`src/design/mtsc_pkg.sv`:
```
// Package for the Manchester / three-of-six codec: offsets, fields, resets, timing.
// Assumes a 32-bit classic Wishbone slave with byte addresses.
package mtsc_pkg;

  // ****************************************
  // Register map
  // ****************************************
  localparam logic [3:0] MTSC_OFF_LOW = 4'h0; // Low data register
  localparam logic [3:0] MTSC_OFF_MID = 4'h4; // Middle data register
  localparam logic [3:0] MTSC_OFF_HIGH = 4'h8; // High data register
  localparam logic [3:0] MTSC_OFF_CTRL = 4'hc; // Control register

  // ****************************************
  // Control fields
  // ****************************************
  localparam int MTSC_BIT_MODE = 0; // 1 = three-of-six
  localparam int MTSC_BIT_DMA = 1; // Stored only
  localparam int MTSC_BIT_ENDIAN = 2; // Stored only
  localparam int MTSC_BIT_DEC = 4; // Decode start
  localparam int MTSC_BIT_ENC = 5; // Encode start
  localparam int MTSC_BIT_ERROR = 6; // Decode error flag
  localparam int MTSC_BIT_READY = 7; // Completion flag
  localparam logic [7:0] MTSC_CTRL_RST = 8'h00; // Control after reset
  localparam logic [7:0] MTSC_DATA_RST = 8'h00; // Data after reset

  // ****************************************
  // Timing
  // ****************************************
  localparam logic [1:0] MTSC_BUSY_CYCLES = 2'h1; // Cycles in the run state; results land one cycle later

  // Bus request bundle
  typedef struct packed {
    logic [3:0] adr;
    logic we;
    logic [3:0] sel;
    logic [31:0] dat;
  } mtsc_req_t;

  // Engine states
  typedef enum logic [1:0] {
    MTSC_IDLE = 2'b00,
    MTSC_RUN = 2'b01,
    MTSC_DONE = 2'b10
  } mtsc_state_t;

endpackage : mtsc_pkg

```
`src/design/mtsc_codec.sv`:
```
// Manchester and three-of-six byte codec behind a classic Wishbone slave.
// Assumes one clock, synchronous active-high reset, single-cycle master.
//
// Chosen here: the Wishbone interface to the registers and the register addresses.
`timescale 1ns/1ps
module mtsc_codec
  import mtsc_pkg::*;
(
  input wire logic clk_i, // System clock
  input wire logic rst_i, // Synchronous reset
  input wire logic cyc_i, // Wishbone cycle
  input wire logic stb_i, // Wishbone strobe
  input wire logic we_i, // Write enable
  input wire logic [3:0] adr_i, // Byte address
  input wire logic [3:0] sel_i, // Byte selects
  input wire logic [31:0] dat_i, // Write data
  output logic [31:0] dat_o, // Read data
  output logic ack_o, // Acknowledge
  output logic ready_o, // Ready flag copy
  output logic error_o // Error flag copy
);

  // ****************************************
  // Coding functions
  // ****************************************

  // Manchester nibble to byte, msb first, 0->10 1->01
  // Odd bit of each pair is the first half on the line
  function automatic logic [7:0] man_enc(input logic [3:0] n);
    logic [7:0] b;
    b = 8'h00;
    for (int i = 0; i < 4; i++) begin
      b[2*i+1] = ~n[i];
      b[2*i] = n[i];
    end
    return b;
  endfunction : man_enc

  // Manchester byte to nibble; bit 4 flags a bad pair
  // Equal halves of a pair can never come from the encoder
  function automatic logic [4:0] man_dec(input logic [7:0] b);
    logic [4:0] r;
    r = 5'h00;
    for (int i = 0; i < 4; i++) begin
      r[i] = b[2*i];
      if (b[2*i+1] == b[2*i]) begin
        r[4] = 1'b1;
      end
    end
    return r;
  endfunction : man_dec

  // Three-of-six nibble to symbol
  // Every symbol holds three ones, keeping the line balanced
  function automatic logic [5:0] tos_enc(input logic [3:0] n);
    logic [5:0] s;
    s = 6'h00;
    case (n)
      4'h0: s = 6'h16;
      4'h1: s = 6'h0d;
      4'h2: s = 6'h0e;
      4'h3: s = 6'h0b;
      4'h4: s = 6'h1c;
      4'h5: s = 6'h19;
      4'h6: s = 6'h1a;
      4'h7: s = 6'h13;
      4'h8: s = 6'h2c;
      4'h9: s = 6'h25;
      4'ha: s = 6'h26;
      4'hb: s = 6'h23;
      4'hc: s = 6'h34;
      4'hd: s = 6'h31;
      4'he: s = 6'h32;
      default: s = 6'h29;
    endcase
    return s;
  endfunction : tos_enc

  // Symbol to nibble by searching the table; bit 4 flags no match
  // One table serves both ways; the price is sixteen compares
  function automatic logic [4:0] tos_dec(input logic [5:0] s);
    logic [4:0] r;
    r = 5'h10;
    for (int i = 0; i < 16; i++) begin
      if (tos_enc(4'(i)) == s) begin
        r = {1'b0, 4'(i)};
      end
    end
    return r;
  endfunction : tos_dec

  // ****************************************
  // Storage
  // ****************************************
  logic [7:0] low_r;
  logic [7:0] mid_r; // Middle data
  logic [7:0] high_r; // High data
  logic mode_r; // 0 Manchester, 1 three-of-six
  logic dma_r; // Stored, no effect here
  logic endian_r; // Stored, no effect here
  logic dec_r; // Decode start, self clearing
  logic enc_r; // Encode start, self clearing
  logic error_r; // Sticky error
  logic ready_r; // Sticky ready
  logic ack_r; // Bus acknowledge
  logic [31:0] rdat_r; // Registered read data
  mtsc_state_t state_r; // Engine state
  logic [1:0] cnt_r; // Latency counter
  logic op_enc_r; // Latched operation kind
  logic [7:0] res_low; // Result bytes
  logic [7:0] res_mid;
  logic [7:0] res_high;
  logic res_err; // Result error
  logic done; // Results written this cycle
  mtsc_req_t req; // Bundled request
  logic wr_ctrl; // Control byte written
  logic [7:0] wbyte; // Low write byte

  // Bus signals travel bundled
  assign req = '{adr: adr_i, we: we_i, sel: sel_i, dat: dat_i};
  assign wbyte = req.dat[7:0];
  // Take a request once; ack pulses one cycle
  assign wr_ctrl = cyc_i && stb_i && !ack_r && req.we && req.sel[0] &&
                   req.adr == MTSC_OFF_CTRL;
  assign done = (state_r == MTSC_DONE);
  assign ack_o = ack_r;
  assign dat_o = rdat_r;
  assign ready_o = ready_r;
  assign error_o = error_r;

  // ****************************************
  // Combinational codec unit
  // ****************************************
  // Pure function of the data registers, the mode bit and the latched operation
  // Operands stay put from launch to write-back, so no extra latching
  always_comb begin
    logic [4:0] a;
    logic [4:0] b;
    logic [4:0] c;
    logic [4:0] d;
    logic [23:0] w;
    a = 5'h00;
    b = 5'h00;
    c = 5'h00;
    d = 5'h00;
    w = {high_r, mid_r, low_r};
    res_low = low_r;
    res_mid = mid_r;
    res_high = high_r;
    res_err = 1'b0;
    if (!mode_r && op_enc_r) begin
      // Manchester encode
      res_mid = man_enc(low_r[7:4]);
      res_low = man_enc(low_r[3:0]);
      res_high = high_r;
    end else if (!mode_r) begin
      // Manchester decode
      a = man_dec(mid_r);
      b = man_dec(low_r);
      res_err = a[4] | b[4];
      res_mid = 8'h00;
      res_low = res_err ? 8'hff : {a[3:0], b[3:0]};
    end else if (op_enc_r) begin
      // Three-of-six encode
      w = {tos_enc(mid_r[7:4]), tos_enc(mid_r[3:0]),
           tos_enc(low_r[7:4]), tos_enc(low_r[3:0])};
      {res_high, res_mid, res_low} = w;
    end else begin
      // Three-of-six decode
      a = tos_dec(w[23:18]);
      b = tos_dec(w[17:12]);
      c = tos_dec(w[11:6]);
      d = tos_dec(w[5:0]);
      res_err = a[4] | b[4] | c[4] | d[4];
      res_high = 8'h00;
      {res_mid, res_low} = res_err ? 16'hffff :
        {a[3:0], b[3:0], c[3:0], d[3:0]};
    end
  end

  // ****************************************
  // Wishbone slave
  // ****************************************

  // Ack one cycle after strobe, drop after one cycle
  // A held strobe is not taken twice: ack masks the second edge
  always_ff @(posedge clk_i) begin
    if (rst_i) begin
      ack_r <= 1'b0;
    end else begin
      ack_r <= cyc_i && stb_i && !ack_r;
    end
  end

  // Read mux; unmapped offsets read zero
  // Registered, so read data stands together with ack
  always_ff @(posedge clk_i) begin
    if (rst_i) begin
      rdat_r <= 32'h0000_0000;
    end else if (cyc_i && stb_i && !ack_r) begin
      case (req.adr)
        MTSC_OFF_LOW: rdat_r <= {24'h000000, low_r};
        MTSC_OFF_MID: rdat_r <= {24'h000000, mid_r};
        MTSC_OFF_HIGH: rdat_r <= {24'h000000, high_r};
        MTSC_OFF_CTRL: rdat_r <= {24'h000000, ready_r, error_r, enc_r, dec_r,
                                  1'b0, endian_r, dma_r, mode_r};
        default: rdat_r <= 32'h0000_0000;
      endcase
    end
  end

  // ****************************************
  // Data registers
  // ****************************************

  // Host writes hold until results overwrite them
  // Results land in the same registers the operands came from
  always_ff @(posedge clk_i) begin
    if (rst_i) begin
      low_r <= MTSC_DATA_RST;
      mid_r <= MTSC_DATA_RST;
      high_r <= MTSC_DATA_RST;
    end else if (done) begin
      low_r <= res_low;
      mid_r <= res_mid;
      high_r <= res_high;
    end else if (cyc_i && stb_i && !ack_r && req.we && req.sel[0]) begin
      // Writes while busy would corrupt operands, so they are acked but dropped
      if (state_r == MTSC_IDLE) begin
        case (req.adr)
          MTSC_OFF_LOW: low_r <= wbyte;
          MTSC_OFF_MID: mid_r <= wbyte;
          MTSC_OFF_HIGH: high_r <= wbyte;
          default: low_r <= low_r;
        endcase
      end
    end
  end

  // ****************************************
  // Control register
  // ****************************************

  // Plain config bits
  // Mode cannot change under a running operation
  always_ff @(posedge clk_i) begin
    if (rst_i) begin
      mode_r <= MTSC_CTRL_RST[MTSC_BIT_MODE];
      dma_r <= MTSC_CTRL_RST[MTSC_BIT_DMA];
      endian_r <= MTSC_CTRL_RST[MTSC_BIT_ENDIAN];
    end else if (wr_ctrl && state_r == MTSC_IDLE) begin
      mode_r <= wbyte[MTSC_BIT_MODE];
      dma_r <= wbyte[MTSC_BIT_DMA];
      endian_r <= wbyte[MTSC_BIT_ENDIAN];
    end
  end

  // Start bits: set by write, cleared at launch
  // Encode takes priority when both start bits are written
  // Starts are refused while the engine is busy
  always_ff @(posedge clk_i) begin
    if (rst_i) begin
      enc_r <= MTSC_CTRL_RST[MTSC_BIT_ENC];
      dec_r <= MTSC_CTRL_RST[MTSC_BIT_DEC];
    end else if (state_r == MTSC_IDLE && (enc_r || dec_r)) begin
      enc_r <= 1'b0;
      dec_r <= 1'b0;
    end else if (wr_ctrl && state_r == MTSC_IDLE) begin
      enc_r <= wbyte[MTSC_BIT_ENC];
      dec_r <= wbyte[MTSC_BIT_DEC] && !wbyte[MTSC_BIT_ENC];
    end
  end

  // Sticky flags: completion sets win over a simultaneous clear
  // Error gathers over operations until software clears it
  always_ff @(posedge clk_i) begin
    if (rst_i) begin
      ready_r <= MTSC_CTRL_RST[MTSC_BIT_READY];
      error_r <= MTSC_CTRL_RST[MTSC_BIT_ERROR];
    end else if (done) begin
      ready_r <= 1'b1;
      error_r <= error_r | res_err;
    end else if (wr_ctrl) begin
      ready_r <= wbyte[MTSC_BIT_READY];
      error_r <= wbyte[MTSC_BIT_ERROR];
    end
  end

  // ****************************************
  // Engine sequencing
  // ****************************************

  // Launch, wait fixed cycles, write back
  // The wait is fixed so software can poll with a known bound
  // Start bits are read at launch, one cycle after the write
  always_ff @(posedge clk_i) begin
    if (rst_i) begin
      state_r <= MTSC_IDLE;
      cnt_r <= 2'h0;
      op_enc_r <= 1'b0;
    end else begin
      case (state_r)
        MTSC_IDLE: begin
          // Wait for a start bit
          if (enc_r || dec_r) begin
            state_r <= MTSC_RUN;
            op_enc_r <= enc_r;
            cnt_r <= MTSC_BUSY_CYCLES;
          end
        end
        MTSC_RUN: begin
          // Count down the fixed latency
          if (cnt_r <= 2'h1) begin
            state_r <= MTSC_DONE;
          end else begin
            cnt_r <= cnt_r - 2'h1;
          end
        end
        // Results are written back in this state
        MTSC_DONE: state_r <= MTSC_IDLE;
        default: state_r <= MTSC_IDLE;
      endcase
    end
  end

endmodule : mtsc_codec

```
`config.mk`:
```
export PLATFORM = sky130hd
export DESIGN_NAME = mtsc_codec
export DESIGN_NICKNAME = d
export VERILOG_FILES = /design/src/design/mtsc_pkg.sv /design/src/design/mtsc_codec.sv
export SDC_FILE = /design/constraint.sdc
export NUM_CORES = 1
export LEC_CHECK = 0
export BUFFER_PORTS_ARGS = -buffer_cell sky130_fd_sc_hd__buf_4
export CAP_MARGIN = 10
export CORE_ASPECT_RATIO = 0.75
export CORE_UTILIZATION = 35
export CTS_CLUSTER_SIZE = 16
export DETAILED_ROUTE_END_ITERATION = 10
export PLACE_DENSITY_LB_ADDON = 0.3
export SLEW_MARGIN = 10
export SYNTH_ARGS = -nofsm -noshare
export SYNTH_HDL_FRONTEND = slang
export SYNTH_SLANG_ARGS = --single-unit
```
`constraint.sdc`:
```
create_clock -name clk_i -period 2.91 [get_ports clk_i]
set_input_delay 0.1455 -clock clk_i [delete_from_list [all_inputs] [get_ports clk_i]]
set_output_delay 0.1455 -clock clk_i [all_outputs]
set_load 0.01 [all_outputs]
```
* After elaboration in Yosys (flattened, before gate mapping)
Memories as Yosys holds them, arrays and structs flattened. A register that Yosys moved wholly into a read port is not among the register bits. Index checks and enable logic that the tools add are counted.
Storage, ports and cells: input port bits 45, register bits after elaboration 69, memory bits (read-only) 384, latch bits 0, bits in writable memories 0, memories 4, word-level logic and storage cells 326
Memories:
- (no name shown) | words 16, bits a word 6, read ports 1, clocked after memory_dff 1, wr ports 0, RTL line mtsc_codec.sv:58 | case (n)
- (no name shown) | words 16, bits a word 6, read ports 1, clocked after memory_dff 1, wr ports 0, RTL line mtsc_codec.sv:58
- (no name shown) | words 16, bits a word 6, read ports 1, clocked after memory_dff 1, wr ports 0, RTL line mtsc_codec.sv:58
- (no name shown) | words 16, bits a word 6, read ports 1, clocked after memory_dff 0, wr ports 0, RTL line mtsc_codec.sv:58
Operators by class: equality and inequality tests 83, $lt $le $gt $ge 1, $add $sub $neg 1, div/mod/pow operators 0, bitwise gates (word level) 13, shifts and indexed selects 0, $mul 0, reductions and logical operators 30, mux-type cells 178
Operators by type and width (number):
- $eq A6 B6 Y1 | 64
- $mux W5 | 76
- $mux W6 | 48
- $mux W8 | 22
- $pmux W8 S4 | 1
- $mux W4 | 6
- $mux W1 | 19
- $mux W16 | 1
- $reduce_bool A2 Y1 | 7
- $reduce_and A5 Y1 | 2
- $logic_and A1 B1 Y1 | 9
- $reduce_and A3 Y1 | 3
- $eq A1 B1 Y1 | 8
- $eq A4 B4 Y1 const B | 2
- $ne A2 B2 Y1 const B | 4
- $not A1 Y1 | 8
- $pmux W2 S2 | 2
- $mux W2 | 3
- $or A1 B1 Y1 | 5
- $eq A4 B3 Y1 const B | 1
- $logic_not A4 Y1 | 1
- $reduce_and A2 Y1 | 2
- $logic_not A1 Y1 | 3
- $ne A3 B2 Y1 const B | 1
- other kinds (8) | 8

* Longest topological paths before layout
Gate-level depths: netlist (run 1).
depth after elaboration 33, depth in mapped cells 13, depth with buffers taken out 11

* Least setup slack after synthesis (run 1)
No wires, ideal clock.
kind register to register, start register low_r[2], end register (tool-made name), path buffers 2, setup slack -0.042 ns, arrival time 2.881 ns, period minus slack after synthesis 2.952 ns, required time 2.838 ns, library setup time 0.072 ns, stages on the path, launching flop included 14, path through dfxtp_1 clkbuf_1 inv_1 ha_1 a22oi_1 nand2_1 a2111oi_2 a41o_2 nand2b_4 buf_6 a2111oi_2 o22a_2 or2_0 a2bb2oi_1
RTL lines:
- start: declaration | RTL line mtsc_codec.sv:95 | logic [7:0] low_r;
- start signal: assignment | RTL line mtsc_codec.sv:224 | low_r <= res_low;
- start signal: assignment | RTL line mtsc_codec.sv:231 | MTSC_OFF_LOW: low_r <= wbyte;
- start signal: assignment | RTL line mtsc_codec.sv:234 | default: low_r <= low_r;

==> implementation parameters, run 1 <==
Parameter                              Value

Synth
  Most instantiated cells after synthesis ... sky130_fd_sc_hd__nand2_1, sky130_fd_sc_hd__dfxtp_1, sky130_fd_sc_hd__o21ai_0
  Average cell area after synthesis ... 7.72 um2
  Largest cells by area after synthesis ... sky130_fd_sc_hd__dfxtp_1, sky130_fd_sc_hd__ha_1, sky130_fd_sc_hd__nand2_1
  Number of warnings issued by yosys ... 0
  Ys flop type ... sky130_fd_sc_hd__dfxtp_1
  Share of async-settable or async-resettable flops after synthesis ... 0%
  Post-synthesis cell area ... 5290 um2
  Library cell occupying the most area in the post-synthesis netlist ... sky130_fd_sc_hd__dfxtp_1
  Number of enable-type register cells in the synthesized netlist ... 0
  Share of the synthesized area in the top cell type ... 23.8%
  Flip-flop and latch count after synthesis ... 63
  Synth cell types ... 83
  Gate Count Post-Synth ... 685
  Sequential-to-total area share from yosys stat ... 23.8%
  Dominant cell by count in the synthesized netlist ... sky130_fd_sc_hd__nand2_1

Layout
  Post-route insts no fill ... 988
  Antenna cell count ... 0
  Number of fillers in the final layout ... 1447
  Final net count ... 863
  Share of post-route cells with drive strength above 1 ... 28.2%
  Area growth syn-to-layout ... 28.3%

Setup path
  Critical path fanouts, max ... 8
  Origin of the critical flop-to-flop path ... low_r[2]
  Critical path class ... register to register
  Worst-case register-to-register setup slack ... 0.09 ns
  Endpoint arrival time on the critical path ... 3.09 ns
  Launching element of the worst setup path ... low_r[2]
  Worst setup SP type ... register
  Required time worst endpoint ... 3.18 ns
  Number of cells on the worst reg-to-reg path ... 13
  Nature of the critical path endpoint ... register

Clock tree
  Buffer depth of the longest clock path ... 2
  Clk sinks ... 63
  Number of buffers added by the clock tree synthesis step ... 9
  CTS HTree Levels ... 3
  Clock slew at the register clock pins of the worst setup and hold paths ... 0.06 ns
  Number of hold buffers added after cts ... 0
  Insertion delay to the later sink of the worst-skew pair ... 0.34 ns
  Clock tree from TritonCTS ... yes
  Clock root buffer ... sky130_fd_sc_hd__clkbuf_16

Drt
  Router iterations before antenna repair ... 6
  Residual DRC ... 0
  Aggregate routed wire length ... 17300 um
  Detail-routed via count per cell ... 5.57
  Drt wl/cell ... 17.6 um
  Total number of vias ... 5503
  Final ANT Viol Nets ... 0
  Detailed router's first-iteration violation count ... 619

Worst hold path
  Type of the worst min-delay path ... input port to register

Status
  Run status ... completed

Global route
  Layer carrying the most global-route usage ... met2
  GR Layer Usage met3 ... 4.16%
  Initial antenna violation count ... 0
  Global-route wire length before repair ... 26600 um
  Congestion Overflow GR ... 0
  Met1 routing resource usage after global routing ... 32.5%
  Vias in the first global route ... 4983
  Global Route Usage Sum ... 22.3%
  Global routing usage on met2 ... 33.5%
  Largest net degree at the start of global routing ... 54

Floorplan
  Top-level I/O count ... 80
  Floorplan die height ... 108 um
  Standard cell core area ... 14600 um2
  Standard-cell row count ... 38
  Area enclosed by the die boundary ... 15600 um2
  Die outline width ... 144 um
  Starting density of the core ... 36.3%

Flow run
  Max-cap violations ... 0

STA
  RSZ-0062 raised after global routing ... yes
  Final Hold Fails ... 0
  Max Fclk ... 354 MHz
  Fin. max-slew vios ... 0
  Layout Skew ... 0.00305 ns
  Final setup violation count ... 0
  Crit share post-route ... 97.0%
  Worst-Margin Slew ... 0.639 ns
  Crit path time final ... 2.82 ns
  Worst hold slack ... 0.106 ns
  Worst max-slew margin expressed relative to the limit ... 57.4%

Pwr
  Maximum vdd drop ... 303 uV
  PD cells ... 308 nW/um2
  Leakage ... 2.86 nW

Placement
  Count of buffers inserted at the top-level ports ... 28
  Last weighted congestion value of the routability-driven placer ... 0.908
  Final HPWL from detailed placement ... 12800 um
  Total placed cells including tap cells ... 963
-- power by group --
part | switching (mW) | total [mW] | internal (mW) | leakage, nW
Clock | 0.411 | 1.07 | 0.659 | 0.142
Sequential | 0.00645 | 0.878 | 0.871 | 0.514
Combinational | 0.0922 | 0.145 | 0.0531 | 2.21
-- per-layer routing --
layer,share of wire [%],vias to the layer above
met1,47,2641
met2,44,185
met4,1.5,0
met5,0,-
li1,-,2647
met3,6.7,30
-- critical path: stages (launching register included) --
cell	delay, ns
sky130_fd_sc_hd__dfxtp_4	0.37
sky130_fd_sc_hd__inv_2	0.11
sky130_fd_sc_hd__ha_4	0.15
sky130_fd_sc_hd__buf_4	0.13
sky130_fd_sc_hd__o21ai_0	0.11
sky130_fd_sc_hd__a21boi_2	0.21
sky130_fd_sc_hd__a2111oi_2	0.05
sky130_fd_sc_hd__buf_4	0.16
sky130_fd_sc_hd__a41o_4	0.25
sky130_fd_sc_hd__nand2b_4	0.21
sky130_fd_sc_hd__a2111oi_2	0.37
sky130_fd_sc_hd__o22a_2	0.26
sky130_fd_sc_hd__mux2i_1	0.22
sky130_fd_sc_hd__xor2_1	0.15
-- how the worst min path moves through the flow --
stage	slack, ns	depth (start not counted)	to	from
after floorplan	0.29	2	dma_r	dat_i[1]
after global placement	0.44	3	dma_r	dat_i[1]
after detailed placement	0.44	3	dma_r	dat_i[1]
after CTS	0.09	3	dma_r	dat_i[1]
after global routing	0.13	3	endian_r	dat_i[2]
final	0.11	3	mode_r	dat_i[0]
-- through the flow --
| step | power [mW] | setup TNS, ns | instance area, um2 | utilization (%) | worst slack, ns |
|---|---|---|---|---|---|
| 2_1_floorplan | 1.00 | 0 | 5380 | - | 0.0981 |
| 5_1_grt | 2.17 | -0.0783 | 6790 | 46.5 | -0.0324 |
| 3_3_place_gp | 1.04 | 0 | 6170 | 42.3 | 0.00317 |
| 4_1_cts | 2.11 | 0 | 6480 | 44.4 | 0.000761 |
| 6_report | 2.09 | 0 | 6790 | 46.5 | 0.0877 |
| 3_5_place_dp | 1.04 | -0.0953 | 6170 | 42.3 | -0.0732 |
-- final cells by class --
class	instances	area (um2)	area share (%)
clock inverter	6	61.3	0.903
multi-input combinational	544	3850	56.7
sequential	63	1280	18.8
inverter	31	116	1.71
tap	200	250	3.69
timing repair buffer	134	1010	14.9
clock buffer	10	229	3.37
-- cells by family after synthesis --
group                    synth area share (%)
multiplexers                             5.96
AO/OA/AOI/OAI                            28.8
other                                  0.0709
adder cells (fa/ha/maj)                  8.28
AND/OR/NAND/NOR                          21.4
buffers and inverters                    9.69
XOR/XNOR                                 1.99
flip-flops                               23.8
-- repair_timing --
item                                    CTS  global route
gates resized for setup                   4            60
endpoints found under the setup margin    7            18
buffers inserted                          0             9
pin swaps                                 1            14
cloned                                    0             0
-- cells in the final DEF, fill, tap and decap left out, drive strengths merged, types with 12 or more instances in the layout --
cell	n
inv	31
mux2i	27
a21oi	41
nor2	51
nor3	19
conb	24
nand3	20
o21ai	52
nand2	83
dfxtp	63
ha	35
a31oi	12
buf	134
(Power assumes the default switching activity.)
==> run 2, diff against run 1 <==
--- a/config.mk
+++ b/config.mk
@@ -11,7 +11,7 @@
 export CORE_UTILIZATION = 35
 export CTS_CLUSTER_SIZE = 16
 export DETAILED_ROUTE_END_ITERATION = 10
-export PLACE_DENSITY_LB_ADDON = 0.3
+export PLACE_DENSITY_LB_ADDON = 0.12
 export SLEW_MARGIN = 10
 export SYNTH_ARGS = -nofsm -noshare
 export SYNTH_HDL_FRONTEND = slang
==> implementation parameters, run 2 (synthesis gave the netlist of run 1 again) <==
Parameter                              Value

STA
  Worst setup slack after layout ... 0.113 ns (+0.0253 ns)
  Crit path time final ... 2.80 ns (-0.0253 ns)
  Worst-Margin Slew ... 0.557 ns (-0.0820 ns)
  Max Fclk ... 358 MHz (+0.90%)
  Worst max-slew margin expressed relative to the limit ... 62.8% (+5.4 points)
  Layout Skew ... 0.00673 ns (+0.00368 ns)
  Final setup violation count ... 0 (unchanged)
  Fin. max-slew vios ... 0 (unchanged)
  Final Hold Fails ... 0 (unchanged)
  Crit share post-route ... 96.1% (-0.87 points)

Floorplan
  Floorplan die height ... 108 um (unchanged)
  Die outline width ... 144 um (unchanged)
  Starting density of the core ... 36.3% (unchanged)
  Top-level I/O count ... 80 (unchanged)
  Standard cell core area ... 14600 um2 (unchanged)
  Area enclosed by the die boundary ... 15600 um2 (unchanged)
  Standard-cell row count ... 38 (unchanged)

Layout
  Antenna cell count ... 0 (unchanged)
  Top library cells by usage in the layout, fill and taps aside ... sky130_fd_sc_hd__buf_4, sky130_fd_sc_hd__nand2_1, sky130_fd_sc_hd__dfxtp_1, sky130_fd_sc_hd__o21ai_0, sky130_fd_sc_hd__nor2_1
  Area growth syn-to-layout ... 26.6%
  Final cell utilization of the core ... 45.9% (-0.64 points)
  Post-route design area ... 6700 um2 (-1.4%)
  Share of post-route cells with drive strength above 1 ... 25.6% (-2.6 points)
  Number of fillers in the final layout ... 1453 (+0.41%)
  Final net count ... 857 (-0.70%)
  Leading cell type in the layout, fill and taps excluded ... sky130_fd_sc_hd__buf_4

Pwr
  Maximum vdd drop ... 333 uV (+9.9%)
  Part of the power in combinational logic ... 6.7% (-0.2 points)
  Net switching component of the power ... 0.531 mW (+4.4%)
  Switching power share of the total ... 23.8% (-0.55 points)
  Leakage ... 2.85 nW (-0.51%)
  Internal power component ... 1.70 mW (+7.6%)
  PD cells ... 334 nW/um2 (+8.3%)
  Clock power frac ... 54.0% (+2.9 points)
  Part of the power in registers ... 39.3% (-2.6 points)

Setup path
  Delay of the slowest critical-path stage ... 0.33 ns (-0.04 ns)
  Dominant delay contributor by cell family on the critical path ... compound AO/OA/AOI/OAI gates
  Worst setup SP type ... register
  Most frequent CP cell ... sky130_fd_sc_hd__a2111oi_4
  Critical path buffers and inverters ... 2 (-1)
  Worst-case register-to-register setup slack ... 0.11 ns (+0.03 ns)
  Crit-path slowest cell ... sky130_fd_sc_hd__dfxtp_2
  Origin of the critical flop-to-flop path ... low_r[3]
  CP Cell Sequence ... inv_1 > ha_2 > buf_4 > o21ai_0 > a21boi_4 > a2111oi_4 > a41o_2 > nand2b_4 > a2111oi_4 > o22a_2 > mux2i_1 > xor2_1
  Required time worst endpoint ... 3.17 ns (about the same)
  Critical path depth ... 12 (-1)
  Nature of the critical path endpoint ... register
  Critical path class ... register to register
  Critical path fanouts, max ... 8 (unchanged)
  Endpoint arrival time on the critical path ... 3.06 ns (-0.03 ns)
  Launching element of the worst setup path ... low_r[3]
  Number of cells on the worst reg-to-reg path ... 12 (-1)

Placement
  Post-placement setup slack ... -0.0844 ns (-0.0112 ns)
  Final HPWL from detailed placement ... 13300 um (+3.7%)
  Instance area at placement ... 6170 um2 (about the same)
  Last weighted congestion value of the routability-driven placer ... 0.862 (-5.0%)
  Count of buffers inserted at the top-level ports ... 28 (unchanged)

Clock tree
  Buffer depth of the longest clock path ... 2 (unchanged)
  Clock tree from TritonCTS ... yes
  Clk sinks ... 63 (unchanged)
  Insertion delay to the later sink of the worst-skew pair ... 0.34 ns (about the same)
  Clock root buffer ... sky130_fd_sc_hd__clkbuf_16
  CTS HTree Levels ... 3 (unchanged)
  Clock slew at the register clock pins of the worst setup and hold paths ... 0.06 ns (about the same)
  Number of buffers added by the clock tree synthesis step ... 9 (unchanged)

Drt
  Router iterations before antenna repair ... 6 (unchanged)
  Total number of vias ... 5496 (-0.13%)
  Final ANT Viol Nets ... 0 (unchanged)
  Aggregate routed wire length ... 17700 um (+1.8%)
  Detail-routed via count per cell ... 5.60 (+0.48%)
  Detailed router's first-iteration violation count ... 553 (-11%)
  Residual DRC ... 0 (unchanged)
  Drt wl/cell ... 18.0 um (+2.4%)

Global route
  Initial antenna violation count ... 0 (unchanged)
  Global Route Usage Sum ... 23.5% (+1.2 points)
  Congestion Overflow GR ... 0 (unchanged)
  Largest net degree at the start of global routing ... 42 (-22%)
  Global-route wire length before repair ... 27900 um (+4.9%)
  Vias in the first global route ... 5095 (+2.2%)

Flow run
  Max-cap violations ... 0 (unchanged)

Status
  Run status ... completed

Worst hold path
  Instance count along the most critical hold path ... 2 (-1)
  Type of the worst min-delay path ... input port to register
-- run 2: cell types whose count changed in the layout (fill, tap and decap cells not counted), sizes merged --
cell | previous run | this run
clkinv | 4 | 1
clkinvlp | 1 | 2
bufinv | 1 | 2
inv | 31 | 32
buf | 134 | 128
-- run 2: through the flow --
| step | hold WS (ns) | TNS [ns] | instances | power [mW] |
|---|---|---|---|---|
| 2_1_floorplan | 0.289 | 0 | 708 | 1.00 |
| 4_1_cts | 0.0922 | 0 | 978 | 2.24 |
| 6_report | 0.0934 | 0 | 982 | 2.23 |
| 3_3_place_gp | 0.432 | 0 | 962 | 1.04 |
| 3_5_place_dp | 0.438 | -0.312 | 962 | 1.04 |
| 5_1_grt | 0.0994 | -0.0162 | 982 | 2.30 |
-- run 2: what timing repair did --
action / CTS / global route
endpoints found under the hold margin: 0 / 0
hold buffers: 0 / 0
endpoints found under the setup margin: 8 / 15
resized for setup: 9 / 29
gates cloned: 0 / 0
pin swaps: 0 / 12
setup buffers: 0 / 4
-- run 2: metal layers --
layer  up-vias  part of all wire [%]  track usage [%]
li1       2623                     -                -
met1      2646                    50             35.3
met2       212                    43             34.5
met3        15                   6.7             4.03
met4         0                  0.86             4.64
met5         -                     0                0
-- run 2: area by class of cell --
cell class | count | area [um2] | share of cell area [%]
clock inverters | 6 | 92.6 | 1.38
flip-flops and latches | 63 | 1270 | 18.9
well taps | 200 | 250 | 3.74
repair buffers | 128 | 973 | 14.5
inverters | 31 | 116 | 1.74
multi-input cells | 544 | 3760 | 56.1
clock buffers | 10 | 239 | 3.57
-- run 2: worst min path at each step --
stage | to | startpoint
2_1_floorplan | dma_r | dat_i[1]
5_1_grt | high_r[2] | rst_i
6_report | high_r[2] | rst_i
3_5_place_dp | high_r[2] | rst_i
3_3_place_gp | dma_r | dat_i[1]
4_1_cts | high_r[2] | rst_i
-- run 2: power groups by stage --
stage	clock network (mW)	logic (mW)	registers (mW)
after global placement	0	0.143	0.897
after detailed placement	0	0.145	0.897
final	1.21	0.149	0.878
after global routing	1.26	0.163	0.879
after floorplan	0	0.103	0.898
after CTS	1.22	0.145	0.878
==> run 3, diff against run 2 <==
--- a/config.mk
+++ b/config.mk
@@ -9,7 +9,6 @@
 export CAP_MARGIN = 10
 export CORE_ASPECT_RATIO = 0.75
 export CORE_UTILIZATION = 35
-export CTS_CLUSTER_SIZE = 16
 export DETAILED_ROUTE_END_ITERATION = 10
 export PLACE_DENSITY_LB_ADDON = 0.12
 export SLEW_MARGIN = 10
==> constraint.sdc (replaced) <==
create_clock -name clk_i -period 2.9 [get_ports clk_i]
set_input_delay 0.145 -clock clk_i [delete_from_list [all_inputs] [get_ports clk_i]]
set_output_delay 0.145 -clock clk_i [all_outputs]
set_load 0.01 [all_outputs]
==> implementation parameters, run 3 (synthesis gave the netlist of run 1 again) <==
Parameter                              Value

Floorplan
  Die outline width ... 144 um (unchanged)
  Standard-cell row count ... 38 (unchanged)
  Area enclosed by the die boundary ... 15600 um2 (unchanged)
  Starting density of the core ... 36.3% (unchanged)
  Top-level I/O count ... 80 (unchanged)
  Floorplan die height ... 108 um (unchanged)
  Standard cell core area ... 14600 um2 (unchanged)

Global route
  Global Route Usage Sum ... 23.2% (-0.24 points)
  Congestion Overflow GR ... 0 (unchanged)
  Initial antenna violation count ... 0 (unchanged)
  Vias in the first global route ... 5051 (-0.86%)
  Largest net degree at the start of global routing ... 29 (-31%)
  Global-route wire length before repair ... 27600 um (-1.2%)

Pwr
  Part of the power in registers ... 39.2% (about the same)
  Total power ... 2.25 mW (+0.69%)
  Switching power share of the total ... 24.0% (+0.27 points)
  Clock power frac ... 54.2% (+0.2 points)
  Leakage ... 2.87 nW (+0.88%)
  Net switching component of the power ... 0.541 mW (+1.9%)
  Internal power component ... 1.71 mW (+0.33%)
  PD cells ... 335 nW/um2 (+0.51%)
  Maximum vdd drop ... 268 uV (-19%)
  Part of the power in combinational logic ... 6.7% (about the same)

STA
  Max Fclk ... 360 MHz (+0.64%)
  Final-layout setup total negative slack ... 0 ns (unchanged)
  Worst-Margin Slew ... 0.596 ns (+0.0389 ns)
  Fin. max-slew vios ... 0 (unchanged)
  Worst max-slew margin expressed relative to the limit ... 60.2% (-2.6 points)
  Worst setup slack after layout ... 0.121 ns (+0.00767 ns)
  Worst hold slack ... 0.0936 ns (+0.000248 ns)
  Layout Skew ... 0.00586 ns (-0.000866 ns)
  Crit path time final ... 2.78 ns (-0.0177 ns)
  Final setup violation count ... 0 (unchanged)
  Final Hold Fails ... 0 (unchanged)
  Crit share post-route ... 95.8% (-0.28 points)

Placement
  Post-placement setup slack ... -0.100 ns (-0.0158 ns)
  Final HPWL from detailed placement ... 13600 um (+2.4%)
  Last weighted congestion value of the routability-driven placer ... 0.906 (+5.1%)
  Count of buffers inserted at the top-level ports ... 28 (unchanged)

Layout
  Sequential cell area in the final layout ... 1270 um2 (unchanged)
  Final cell utilization of the core ... 46.0% (+0.086 points)
  Leading cell type in the layout, fill and taps excluded ... sky130_fd_sc_hd__buf_4
  Number of fillers in the final layout ... 1463 (+0.69%)
  Top library cells by usage in the layout, fill and taps aside ... sky130_fd_sc_hd__buf_4, sky130_fd_sc_hd__nand2_1, sky130_fd_sc_hd__dfxtp_1, sky130_fd_sc_hd__o21ai_0, sky130_fd_sc_hd__nor2_1
  Share of post-route cells with drive strength above 1 ... 25.5% (-0.068 points)
  Final net count ... 863 (+0.70%)
  Antenna cell count ... 0 (unchanged)
  Multi-input combinational cell area ... 3740 um2 (-0.57%)
  Area growth syn-to-layout ... 26.8%

Setup path
  Number of cells on the worst reg-to-reg path ... 11 (-1)
  Critical path fanouts, max ... 8 (unchanged)
  Critical path depth ... 11 (-1)
  CP Cell Sequence ... inv_1 > ha_1 > a22oi_2 > nand2_2 > a2111oi_4 > a41o_2 > nand2b_4 > nor3_1 > a211oi_2 > mux2i_1 > xor2_1
  Endpoint arrival time on the critical path ... 3.04 ns (-0.02 ns)
  Origin of the critical flop-to-flop path ... low_r[0]
  Nature of the critical path endpoint ... register
  Required time worst endpoint ... 3.16 ns (about the same)
  Worst-case register-to-register setup slack ... 0.12 ns (about the same)
  Critical path buffers and inverters ... 1 (-1)
  Dominant delay contributor by cell family on the critical path ... compound AO/OA/AOI/OAI gates
  Critical path class ... register to register
  Delay of the slowest critical-path stage ... 0.40 ns (+0.07 ns)
  Worst setup SP type ... register
  Crit-path slowest cell ... sky130_fd_sc_hd__a2111oi_4

Worst hold path
  Type of the worst min-delay path ... input port to register
  Instance count along the most critical hold path ... 3 (+1)
  Source of the worst hold timing path ... dat_i[1]
  End point of the most critical hold path ... dma_r

Clock tree
  Clock tree from TritonCTS ... yes
  Clock slew at the register clock pins of the worst setup and hold paths ... 0.06 ns (about the same)
  Clock root buffer ... sky130_fd_sc_hd__clkbuf_16
  Insertion delay to the later sink of the worst-skew pair ... 0.34 ns (about the same)
  CTS HTree Levels ... 3 (unchanged)
  Buffer depth of the longest clock path ... 2 (unchanged)
  Clk sinks ... 63 (unchanged)
  Number of buffers added by the clock tree synthesis step ... 9 (unchanged)

Drt
  Aggregate routed wire length ... 17700 um (+0.42%)
  Total number of vias ... 5485 (-0.20%)
  Residual DRC ... 0 (unchanged)
  Detailed router's first-iteration violation count ... 433 (-22%)
  Final ANT Viol Nets ... 0 (unchanged)
  Router iterations before antenna repair ... 5 (-1)
  Detail-routed via count per cell ... 5.55 (-0.81%)
  Drt wl/cell ... 17.9 um (-0.19%)

Flow run
  Max-cap violations ... 0 (unchanged)

Status
  Run status ... completed
run 3: cell count changes in the layout (fill, tap and decap cells not counted), sizes merged:
cell and delta:
inv -1, clkinvlp -1, buf +6, clkinv +2
run 3: how the worst max path moves through the flow:
stage                   from       end  slack (ns)
floorplan           low_r[2]  register        0.09
global placement    low_r[0]  register        0.02
detailed placement  low_r[0]  register       -0.10
CTS                 mid_r[6]  register        0.02
global route        mid_r[5]  register       -0.04
finish              low_r[0]  register        0.12
run 3: per-layer routing:
metal	wire length, um	track usage, %	part of all wire (%)	vias to the layer above
met1	8840	34.8	50	2636
met2	7510	33.7	42	196
li1	-	-	-	2631
met4	224	5.32	1.3	0
met5	0	0	0	-
met3	1160	4.21	6.5	22
run 3: cell type report:
| class | instances | share of cell area (%) |
|---|---|---|
| Timing Repair Buffer | 134 | 15.0 |
| Tap cell | 200 | 3.73 |
| Inverter | 31 | 1.73 |
| Multi-Input combinational cell | 544 | 55.7 |
| Clock buffer | 10 | 3.56 |
| Sequential cell | 63 | 18.9 |
| Clock inverter | 6 | 1.40 |
run 3: metrics by stage:
step,instance area [um2],std cells
floorplan,5380,708
global placement,6210,969
detailed placement,6210,969
CTS,6590,985
global route,6710,988
finish,6710,988
run 3: what timing repair did:
action,in CTS,in global routing
pin swaps,2,10
gates resized for setup,9,24
hold buffers,0,0
endpoints found under the setup margin,9,16
setup buffers,0,3
run 3: power groups by stage:
stage | combinational (mW) | sequential (mW) | clock (mW)
finish | 0.150 | 0.881 | 1.22
floorplan | 0.103 | 0.901 | 0
global placement | 0.145 | 0.900 | 0
global route | 0.164 | 0.882 | 1.28
detailed placement | 0.146 | 0.900 | 0
CTS | 0.147 | 0.881 | 1.23
run 3: worst register-to-register path, stage by stage, from the launching register on:
cell and delay [ns]:
sky130_fd_sc_hd__dfxtp_2 0.35, sky130_fd_sc_hd__inv_1 0.07, sky130_fd_sc_hd__ha_1 0.23, sky130_fd_sc_hd__a22oi_2 0.25, sky130_fd_sc_hd__nand2_2 0.13, sky130_fd_sc_hd__a2111oi_4 0.40
sky130_fd_sc_hd__a41o_2 0.21, sky130_fd_sc_hd__nand2b_4 0.24, sky130_fd_sc_hd__nor3_1 0.10, sky130_fd_sc_hd__a211oi_2 0.30, sky130_fd_sc_hd__mux2i_1 0.27, sky130_fd_sc_hd__xor2_1 0.17
